<file path="src/gpc_map.svh">
`ifndef GPC_MAP_SVH
`define GPC_MAP_SVH

// Register offsets
`define GPC_OFS_GPIO      8'h0E
`define GPC_OFS_I2C       8'h0F

// Reset values
`define GPC_RST_GPIO      8'h35
`define GPC_RST_I2C       8'h00

// Pin field positions, relative to the pin's nibble
`define GPC_PIN_EN        0
`define GPC_PIN_DIR       1
`define GPC_PIN_REM       2
`define GPC_PIN_VAL       3
`define GPC_PIN_STRIDE    4

// I2C master config fields
`define GPC_I2C_WD_DIS    0
`define GPC_I2C_WD_FAST   1
`define GPC_I2C_WP        2
`define GPC_I2C_DLY_LO    3
`define GPC_I2C_DLY_HI    4
`define GPC_I2C_USED      5

// Timing
`define GPC_CLK_NS        20
`define GPC_SDA_BASE_NS   350
`define GPC_SDA_STEP_NS   50
`define GPC_WD_FAST_US    50
`define GPC_WD_SLOW_MS    1000
`define GPC_RCV_HALF_NS   5000
`define GPC_RCV_PULSES    9

// Counter widths
`define GPC_WD_W          32
`define GPC_DLY_W         5
`define GPC_DIV_W         9

`endif

</file>
<file path="src/gpc_pkg.sv">
package gpc_pkg;
`include "gpc_map.svh"

   // Watchdog and bus-recovery sequencer
   typedef enum logic [2:0] {
      GPC_WATCH    = 3'b001,
      GPC_RCV_LOW  = 3'b010,
      GPC_RCV_HIGH = 3'b100
   } gpc_wd_e;

   // Whole block state
   typedef struct packed {
      logic [7:0]              regGpio;
      logic [7:0]              regI2c;
      logic [7:0]              rdData;
      logic                    wrRejected;
      logic [1:0]              pinOut;
      logic [1:0]              pinOe;
      logic [`GPC_WD_W-1:0]    wdCnt;
      logic                    sclPrev;
      logic                    sdaPrev;
      logic                    busFree;
      gpc_wd_e                 wdState;
      logic [3:0]              rcvPulses;
      logic [`GPC_DIV_W-1:0]   rcvDiv;
      logic                    sclOe;
      logic                    sdaTarget;
      logic                    sdaOe;
      logic [`GPC_DLY_W-1:0]   sdaDlyCnt;
   } gpc_state_s;

endpackage

</file>
<file path="src/gpc_cfg.sv">
`timescale 1ns/100ps
`include "gpc_map.svh"

module gpc_cfg
   import gpc_pkg::*;
#(
   parameter int unsigned WD_SLOW_CYC =
      `GPC_WD_SLOW_MS * 1000 * (1000 / `GPC_CLK_NS)
)(
   // Clock and reset
   input  wire logic       clk_sys,
   input  wire logic       rst,
   // Local register port
   input  wire logic [7:0] regAddr,
   input  wire logic [7:0] regWrData,
   input  wire logic       regWr,
   input  wire logic       regFromRemote,
   output logic      [7:0] regRdData,
   output logic            regWrRejected,
   // Forwarded access to slaves behind this side
   input  wire logic       fwdReq,
   output logic            fwdGo,
   // Values received from the remote end
   input  wire logic [1:0] remotePinVal,
   // Third and fourth general pins
   input  wire logic       thirdGeneralPinIn,
   output logic            thirdGeneralPinOut,
   output logic            thirdGeneralPinOe,
   input  wire logic       fourthGeneralPinIn,
   output logic            fourthGeneralPinOut,
   output logic            fourthGeneralPinOe,
   // Local I2C master core requests
   input  wire logic       sclReqLow,
   input  wire logic       sdaReqLow,
   // Open-drain I2C pins
   input  wire logic       sclIn,
   output logic            sclOut,
   output logic            sclOe,
   input  wire logic       sdaIn,
   output logic            sdaOut,
   output logic            sdaOe,
   // Watchdog status
   output logic            busFree,
   output logic            busRecovering
);

   localparam int unsigned WD_FAST_CYC =
      `GPC_WD_FAST_US * 1000 / `GPC_CLK_NS;
   localparam int unsigned RCV_HALF_CYC =
      `GPC_RCV_HALF_NS / `GPC_CLK_NS;

   // Refuse counts the counters cannot hold
   if (WD_SLOW_CYC <= WD_FAST_CYC ||
       WD_SLOW_CYC > 32'hFFFF_FFFF)
      $error("gpc_cfg: WD_SLOW_CYC out of range");
   if (RCV_HALF_CYC >= (1 << `GPC_DIV_W))
      $error("gpc_cfg: recovery divider too narrow");

   // SDA delay in cycles, rounded up as a least time
   function automatic logic [`GPC_DLY_W-1:0] sdaDelayCyc(
      input logic [1:0] code
   );
      int unsigned ns;
      ns = `GPC_SDA_BASE_NS + `GPC_SDA_STEP_NS * code;
      return `GPC_DLY_W'((ns + `GPC_CLK_NS - 1) / `GPC_CLK_NS);
   endfunction

   // Field pick-out for one pin's nibble
   function automatic logic pinBit(
      input logic [7:0] r,
      input int         pin,
      input int         pos
   );
      return r[pin * `GPC_PIN_STRIDE + pos];
   endfunction

   gpc_state_s st;
   gpc_state_s next_st;
   logic       wrAllowed;
   logic       busEdge;
   logic       wdExpire;
   logic [`GPC_WD_W-1:0] wdLimit;
   logic [1:0] dlyCode;

   // Next-state logic
   always_comb begin
      next_st = st;
      dlyCode = st.regI2c[`GPC_I2C_DLY_HI:`GPC_I2C_DLY_LO];

      // Remote writes refused under write-protect
      wrAllowed = regWr &&
         !(regFromRemote && st.regI2c[`GPC_I2C_WP]);
      next_st.wrRejected = regWr && !wrAllowed;
      if (wrAllowed) begin
         if (regAddr == `GPC_OFS_GPIO) begin
            next_st.regGpio = regWrData;
         end else if (regAddr == `GPC_OFS_I2C) begin
            next_st.regI2c = {3'h0,
               regWrData[`GPC_I2C_USED-1:0]};
         end
      end

      // Read data is registered; unmapped offsets read zero
      if (regAddr == `GPC_OFS_GPIO) begin
         next_st.rdData = st.regGpio;
      end else if (regAddr == `GPC_OFS_I2C) begin
         next_st.rdData = st.regI2c;
      end else begin
         next_st.rdData = 8'h00;
      end

      // Pin drive; remote control outranks local settings
      for (int p = 0; p < 2; p++) begin
         if (pinBit(st.regGpio, p, `GPC_PIN_REM)) begin
            next_st.pinOe[p]  = 1'b1;
            next_st.pinOut[p] = remotePinVal[p];
         end else begin
            next_st.pinOe[p] =
               pinBit(st.regGpio, p, `GPC_PIN_EN) &&
               !pinBit(st.regGpio, p, `GPC_PIN_DIR);
            next_st.pinOut[p] =
               pinBit(st.regGpio, p, `GPC_PIN_VAL);
         end
      end

      // SDA output delay: restart on every new request level
      if (sdaReqLow != st.sdaTarget) begin
         next_st.sdaTarget = sdaReqLow;
         next_st.sdaDlyCnt = sdaDelayCyc(dlyCode) -
            `GPC_DLY_W'(1);
      end else if (st.sdaDlyCnt != '0) begin
         next_st.sdaDlyCnt = st.sdaDlyCnt - `GPC_DLY_W'(1);
         if (st.sdaDlyCnt == `GPC_DLY_W'(1)) begin
            next_st.sdaOe = st.sdaTarget;
         end
      end

      // Bus activity seen on either line
      next_st.sclPrev = sclIn;
      next_st.sdaPrev = sdaIn;
      busEdge = (sclIn != st.sclPrev) || (sdaIn != st.sdaPrev);

      wdLimit = st.regI2c[`GPC_I2C_WD_FAST] ?
         `GPC_WD_W'(WD_FAST_CYC) :
         `GPC_WD_W'(WD_SLOW_CYC);
      wdExpire = 1'b0;
      next_st.sclOe = sclReqLow;

      case (st.wdState)
         GPC_WATCH: begin
            if (st.regI2c[`GPC_I2C_WD_DIS]) begin
               next_st.wdCnt = '0;
            end else if (busEdge) begin
               next_st.wdCnt   = '0;
               next_st.busFree = 1'b0;
            end else if (st.wdCnt >= wdLimit - 1) begin
               wdExpire      = 1'b1;
               next_st.wdCnt = '0;
               if (sdaIn) begin
                  next_st.busFree = 1'b1;
               end else begin
                  next_st.wdState   = GPC_RCV_LOW;
                  next_st.rcvPulses = 4'h0;
                  next_st.rcvDiv    = '0;
               end
            end else begin
               next_st.wdCnt = st.wdCnt + 1'b1;
            end
         end
         GPC_RCV_LOW: begin
            // Own clocking overrides the master core
            next_st.sclOe  = 1'b1;
            next_st.rcvDiv = st.rcvDiv + 1'b1;
            if (st.rcvDiv == `GPC_DIV_W'(RCV_HALF_CYC - 1)) begin
               next_st.rcvDiv  = '0;
               next_st.sclOe   = 1'b0;
               next_st.wdState = GPC_RCV_HIGH;
            end
         end
         GPC_RCV_HIGH: begin
            // A slave stretching SCL would shorten this phase;
            // recovery is best effort and ignores stretching
            next_st.sclOe  = 1'b0;
            next_st.rcvDiv = st.rcvDiv + 1'b1;
            if (st.rcvDiv == `GPC_DIV_W'(RCV_HALF_CYC - 1)) begin
               next_st.rcvDiv    = '0;
               next_st.rcvPulses = st.rcvPulses + 4'h1;
               if (st.rcvPulses == 4'(`GPC_RCV_PULSES - 1)) begin
                  next_st.wdState = GPC_WATCH;
                  next_st.wdCnt   = '0;
               end else begin
                  next_st.sclOe   = 1'b1;
                  next_st.wdState = GPC_RCV_LOW;
               end
            end
         end
         default: begin
            next_st.wdState = GPC_WATCH;
            next_st.wdCnt   = '0;
         end
      endcase
   end

   // State register
   always_ff @(posedge clk_sys) begin
      if (rst) begin
         st           <= '0;
         st.regGpio   <= `GPC_RST_GPIO;
         st.regI2c    <= `GPC_RST_I2C;
         st.sclPrev   <= 1'b1;
         st.sdaPrev   <= 1'b1;
         st.sdaTarget <= 1'b0;
         st.wdState   <= GPC_WATCH;
      end else begin
         st <= next_st;
      end
   end

   // Forwarded slave traffic bypasses the write-protect gate
   assign fwdGo = fwdReq;

   // Outputs
   assign regRdData           = st.rdData;
   assign regWrRejected       = st.wrRejected;
   assign thirdGeneralPinOut  = st.pinOut[0];
   assign thirdGeneralPinOe   = st.pinOe[0];
   assign fourthGeneralPinOut = st.pinOut[1];
   assign fourthGeneralPinOe  = st.pinOe[1];
   assign sclOut              = 1'b0;  // Open drain: only pulls low
   assign sclOe               = st.sclOe;
   assign sdaOut              = 1'b0;
   assign sdaOe               = st.sdaOe;
   assign busFree             = st.busFree;
   assign busRecovering       = (st.wdState != GPC_WATCH);
endmodule

</file>
<file path="config.mk">
export PLATFORM = sky130hd
export DESIGN_NAME = gpc_cfg
export DESIGN_NICKNAME = d
export VERILOG_FILES = /design/src/gpc_pkg.sv /design/src/gpc_cfg.sv
export VERILOG_INCLUDE_DIRS = /design/src
export SDC_FILE = /design/constraint.sdc
export NUM_CORES = 1
export LEC_CHECK = 0
export BUFFER_PORTS_ARGS = -buffer_cell sky130_fd_sc_hd__buf_2
export CORE_MARGIN = 2
export CORE_UTILIZATION = 40
export DETAILED_ROUTE_END_ITERATION = 12
export GPL_ROUTABILITY_DRIVEN = 0
export MAX_ROUTING_LAYER = met4
export PLACE_DENSITY = 0.63
export SLEW_MARGIN = 25
export SYNTH_ARGS = -nofsm -noshare
export SYNTH_HDL_FRONTEND = slang
export SYNTH_SLANG_ARGS = --single-unit
</file>
<file path="constraint.sdc">
create_clock -name clk_sys -period 6.4 [get_ports clk_sys]
set_input_delay 0.32 -clock clk_sys [delete_from_list [all_inputs] [get_ports clk_sys]]
set_output_delay 0.32 -clock clk_sys [all_outputs]
set_load 0.02 [all_outputs]
</file>
## Yosys cells after proc, flatten, opt, wreduce, memory -nomap -nowiden

Cells that the tools add are included.

- Output and inout bits: 20
- Register bits: 85

- Bitwise gates (word level): 4
- Order comparisons: 1
- Muxes and demuxes: 30
- Reductions and logical operators: 24
- $add $sub $neg: 9
- Multiply operators: 1
- Eq/ne operators: 19
- Div/mod/pow operators: 1

Operators by type and width:

| cell | count |
|---|---|
| $mux W32 | 5 |
| $pmux W32 S3 | 1 |
| $mux W16 | 3 |
| $mux W17 | 2 |
| $add A32 B1 Y32 const B | 1 |
| $div A32 B5 Y32 const B | 1 |
| $ge A32 B32 Y1 | 1 |
| $pmux W9 S3 | 1 |
| $sub A26 B1 Y27 const B | 1 |
| $mux W26 | 1 |
| $eq A8 B4 Y1 const B | 2 |
| $mux W5 | 3 |
| $ne A2 B2 Y1 const B | 7 |
| $reduce_and A6 Y1 | 2 |
| $sub A11 B1 Y12 const B | 1 |
| $add A10 B5 Y11 const B | 1 |
| $add A9 B8 Y10 const A | 1 |
| $mux W10 | 1 |
| $sub A5 B1 Y5 const B | 2 |
| $add A9 B1 Y9 const B | 1 |
| $eq A9 B8 Y1 const B | 1 |
| $pmux W3 S3 | 1 |
| $reduce_and A3 Y1 | 3 |
| $mux W8 | 1 |
| other kinds (24) | 45 |

## Longest topological paths before layout

- Depth after elaboration: 7
- Depth in mapped cells: 11
- Depth with buffers taken out: 9

## Worst setup path after synthesis

No wires, ideal clock.

- Path type: reg2reg
- Start: register st[73] (netlist bit)
- End: register st[33] (netlist bit)
- Stages on the path, launching flop included: 10
- Slack: 3.335 ns
- Library setup time: 0.074 ns
- Data arrival time: 2.991 ns
- Cells stage by stage: dfxtp_1 -> ha_1 -> a211o_1 -> a211oi_1 -> o21ai_1 -> a21o_1 -> or4_1 -> buf_2 -> or4_1 -> a31oi_1

- Longest elaborated chain between the ends: 7

Ends and longest elaborated chain:

| element | line | RTL |
|---|---|---|
| from (decl) | gpc_cfg.sv:77 | `gpc_state_s st;` |
| from (signal assigned) | gpc_cfg.sv:215 | `st <= next_st;` |
| $mux W26 | gpc_cfg.sv:143 | `` wdLimit = st.regI2c[`GPC_I2C_WD_FAST] ? `` |
| $sub A26 B1 Y27 | gpc_cfg.sv:156 | `end else if (st.wdCnt >= wdLimit - 1) begin` |
| $ge A32 B32 Y1 | gpc_cfg.sv:156 |  |
| $mux W32 | gpc_cfg.sv:156 |  |
| $mux W32 | gpc_cfg.sv:153 | `end else if (busEdge) begin` |
| $mux W32 | gpc_cfg.sv:151 | `` if (st.regI2c[`GPC_I2C_WD_DIS]) begin `` |
| $pmux W32 S3 | gpc_cfg.sv:149 | `case (st.wdState)` |

No other way between the ends.
A chain may end at the register's enable or synchronous reset.

## Worst setup path after layout

Ends and elaborated chain as after synthesis.

==> flow_summary_export.csv <==
group,metric,value,unit
global_route,gr-total-overflow,0,
setup_path,critical-path-max-stage-delay,0.74,ns
global_route,grt_pass1_wl,16150,um
setup_path,cp_max_fo,18,
worst_hold_path,worstHoldPathCells,2,
pwr,leakagePower,1.965,nW
final_layout,layoutNonFillerInstCount,699,
clock_network,clk-insertion-delay-late,0.34,ns
pwr,power_density,231.0,nW/um^2
setup_path,worstSetupPathType,"flop to flop",
setup_path,required,6.67,ns
setup_path,endpoint,"st[33]",
setup_path,worstSetupStartpoint,"st[73]",
final_layout,nets,615,
logic_synthesis,yosys-top-cells-area,"dfxtp_1, ha_1, mux2i_1, nand2_1, a21oi_1",
logic_synthesis,netlist_area,4522,um^2
clock_network,root_buffer,"clkbuf_16",
timing,rsz0062_at_grt,"false",
die,dieHeight,110.3,um
setup_path,crit_slowest_cell,"dfxtp_1",
placement,dp.cells,684,
global_route,antenna_found_initial,0,
detailed_routing,drc,0,
timing,setup_tns,0,ns
logic_synthesis,yosysUniqueCellTypes,50,
global_route,grtUsageTotal,17.24,%
pwr,pwr-share-comb,6.9,%
final_layout,layout-drive-gt1-share,13.06,%
timing,timing_max_transition_violations_final,0,
timing,setup_viol,0,
timing,tightest_slew,0.9770,ns
logic_synthesis,synth_commonest_cells,"dfxtp_1, nand2_1, nor2_1",
global_route,grt_use_met1,20.99,%
timing,skew,0.008555,ns
timing,max_freq,0.2789,GHz
timing,fin_crit,3.586,ns
global_route,use_met3,4.350,%
pwr,power_frac_clock,46.9,%
final_layout,fillers,1071,
die,die_x,110.3,um
detailed_routing,vias,3840,
logic_synthesis,ys_ff_latch,85,
setup_path,regToRegEndpoint,"st[33]",
setup_path,cp-start-kind,"flop",
clock_network,clkSinkCount,85,
timing,fin_crit_sh,56.02,%
detailed_routing,drt-pass1-iter-count,4,
run_status,outcome,"finished, final reports clean",
clock_network,cts_tree,"built",
clock_network,post_cts_resized,0,
placement,port_buffers,42,
global_route,grt_busiest_layer,"met2",
detailed_routing,totalWireLength,9568,um
final_layout,antenna_cells,0,
final_layout,seqCellArea,1702,um^2
global_route,grt_max_degree,71,
setup_path,rr_worst_depth,8,
pwr,pwr-share-seq,46.2,%
global_route,grt_pass1_vias,3579,
timing,setup_ws,2.814,ns
die,ios,49,
die,dieArea,12170,um^2
die,coreArea,10940,um^2
logic_synthesis,yosysTopAreaCellShare,37.63,%
logic_synthesis,synth_edf_count,0,
detailed_routing,vias_per_cell,5.494,
final_layout,multiInputGateArea,2579,um^2
clock_network,path_clk_slew,0.06,ns
logic_synthesis,avgSynthCellArea,8.500,um^2
setup_path,path_common_cell,"or4_1",
clock_network,cts_max_level,3,
die,row_count,38,
logic_synthesis,synth_cells,532,
setup_path,cp-end-kind,"flop",
logic_synthesis,yosysMostFrequentCell,"dfxtp_1",
timing,hold_violations,0,
logic_synthesis,async_flop_share,0,%
setup_path,r2r_setup_slack,2.81,ns
setup_path,r2r-start,"st[73]",
clock_network,clockBufferDepth,2,
placement,place_ws,2.842,ns
setup_path,critPathArrivalTime,3.85,ns
clock_network,cts_buffers,9,
global_route,use_met2,28.83,%
placement,dpl.hpwl,6544,um
logic_synthesis,seq_area_frac_synth,37.63,%
worst_hold_path,hp-start,"sclIn",
clock_network,post_cts_buffers,0,
timing,relSlewSlack,34.63,%
pwr,swShare,22.61,%
pwr,switchingPower,0.2657,mW
detailed_routing,drtIter0Drc,192,
pwr,p_int,0.9094,mW
logic_synthesis,synthFlopType,"dfxtp_1",
final_layout,syn2layout_area_growth,12.51,%
logic_synthesis,ys.warnings.count,0,
flow_run,max_cap_viol_count,0,
setup_path,cp_cell_sequence,"ha_1, a211o_1, a211oi_1, o21ai_1, a21o_1, or4_1, or4_1, a31oi_1",
worst_hold_path,hp-class,"input port to flop",
die,start_util,41.35,%
detailed_routing,ant_nets,0,
detailed_routing,wl_per_cell,13.69,um
logic_synthesis,synth_area_leader_cell,"dfxtp_1",
clock_network,ctsHoldBuffers,0,
pwr,peakVddDrop,0.0001600,V
[per-stage QoR]
step,utilization (%),cell area (um^2),power [mW],hold slack [ns]
after detailed placement,43.66,4775,0.6368,0.4440
after global placement,43.66,4775,0.6337,0.4402
after CTS,46.52,5087,1.192,0.1901
after global routing,46.52,5087,1.224,0.2042
final,46.52,5087,1.175,0.1991
after floorplan,-,4526,0.6158,0.4265
[layer usage]
metal / wire length, um / up-vias
met5: 0 / -
met2: 4618 / 47
met4: 108 / 0
li1: - / 1963
met3: 271 / 12
met1: 4569 / 1818
[kinds of logic after synthesis]
group                    share of synthesized area (%)
AND/OR/NAND/NOR                                  24.68
AO/OA/AOI/OAI                                    16.44
flip-flops                                       37.63
buffers and inverters                            5.617
adder cells (fa/ha/maj)                          8.578
multiplexers                                     5.811
XOR/XNOR                                         1.162
other                                          0.08293
[area by class of cell]
cell class                      instances  area share [%]
Multi-Input combinational cell        393           50.69
Tap cell                              140           3.443
Timing Repair Buffer                   47           4.870
Clock inverter                          6           1.722
Sequential cell                        85           33.45
Inverter                               19           1.402
Clock buffer                            9           4.427
[worst min path at each step]
stage / to / slack, ns
after floorplan: st[58] / 0.43
after global placement: st[58] / 0.44
after detailed placement: st[58] / 0.44
after CTS: st[26] / 0.19
after global routing: st[25] / 0.20
final: st[26] / 0.20
[power groups by stage]
stage	Sequential (mW)	Clock [mW]	Combinational [mW]
after global placement	0.555	0	0.0789
after global routing	0.544	0.588	0.0923
final	0.543	0.551	0.0809
after CTS	0.543	0.567	0.0818
after floorplan	0.555	0	0.0607
after detailed placement	0.555	0	0.0817
[state kept, by name, indices dropped and copies added (netlist names)]
signal	flops
regWrRejected	1
fourthGeneralPinOe	1
thirdGeneralPinOut	1
thirdGeneralPinOe	1
busFree	1
regRdData	8
sclOe	1
dlyCode	2
st	67
sdaOe	1
fourthGeneralPinOut	1
[worst max-delay path, delay by kind of cell, from the launching register on]
| family | cells | cell delay (ns) |
|---|---|---|
| AO/OA/AOI/OAI | 5 | 1.09 |
| flip-flops | 1 | 0.74 |
| AND/OR/NAND/NOR | 2 | 1.31 |
| adder cells (fa/ha/maj) | 1 | 0.37 |
[cells in the final DEF (no fill, tap or decap), types with 3 or more instances in the layout]
cell type  synthesis  final
a211o_1            5      5
a31oi_1           15     15
nand2b_1          10     10
and3_1             5      5
a41oi_1            4      4
or3_1              8      8
nand3b_1          12     12
nand2_1           49     49
or2_2              7      7
o21ai_0           13     13
nand3_1           33     33
clkbuf_16          0      9
a211oi_1           8      8
xnor2_1            3      3
nor3b_1            6      6
o211ai_1           3      3
xor2_1             3      3
nor3_1            13     13
and2_1             5      5
a21oi_1           33     33
ha_1              31     31
a21o_1             8      8
a311oi_1          15     15
nand4_1            5      5
inv_1             19     19
mux2i_1           24     24
buf_2              5     42
nor2b_1            3      3
nor2_1            44     44
dfxtp_1           85     85
nor4_1             4      4
buf_4             11      5
Power figures use the tool's default switching activity.
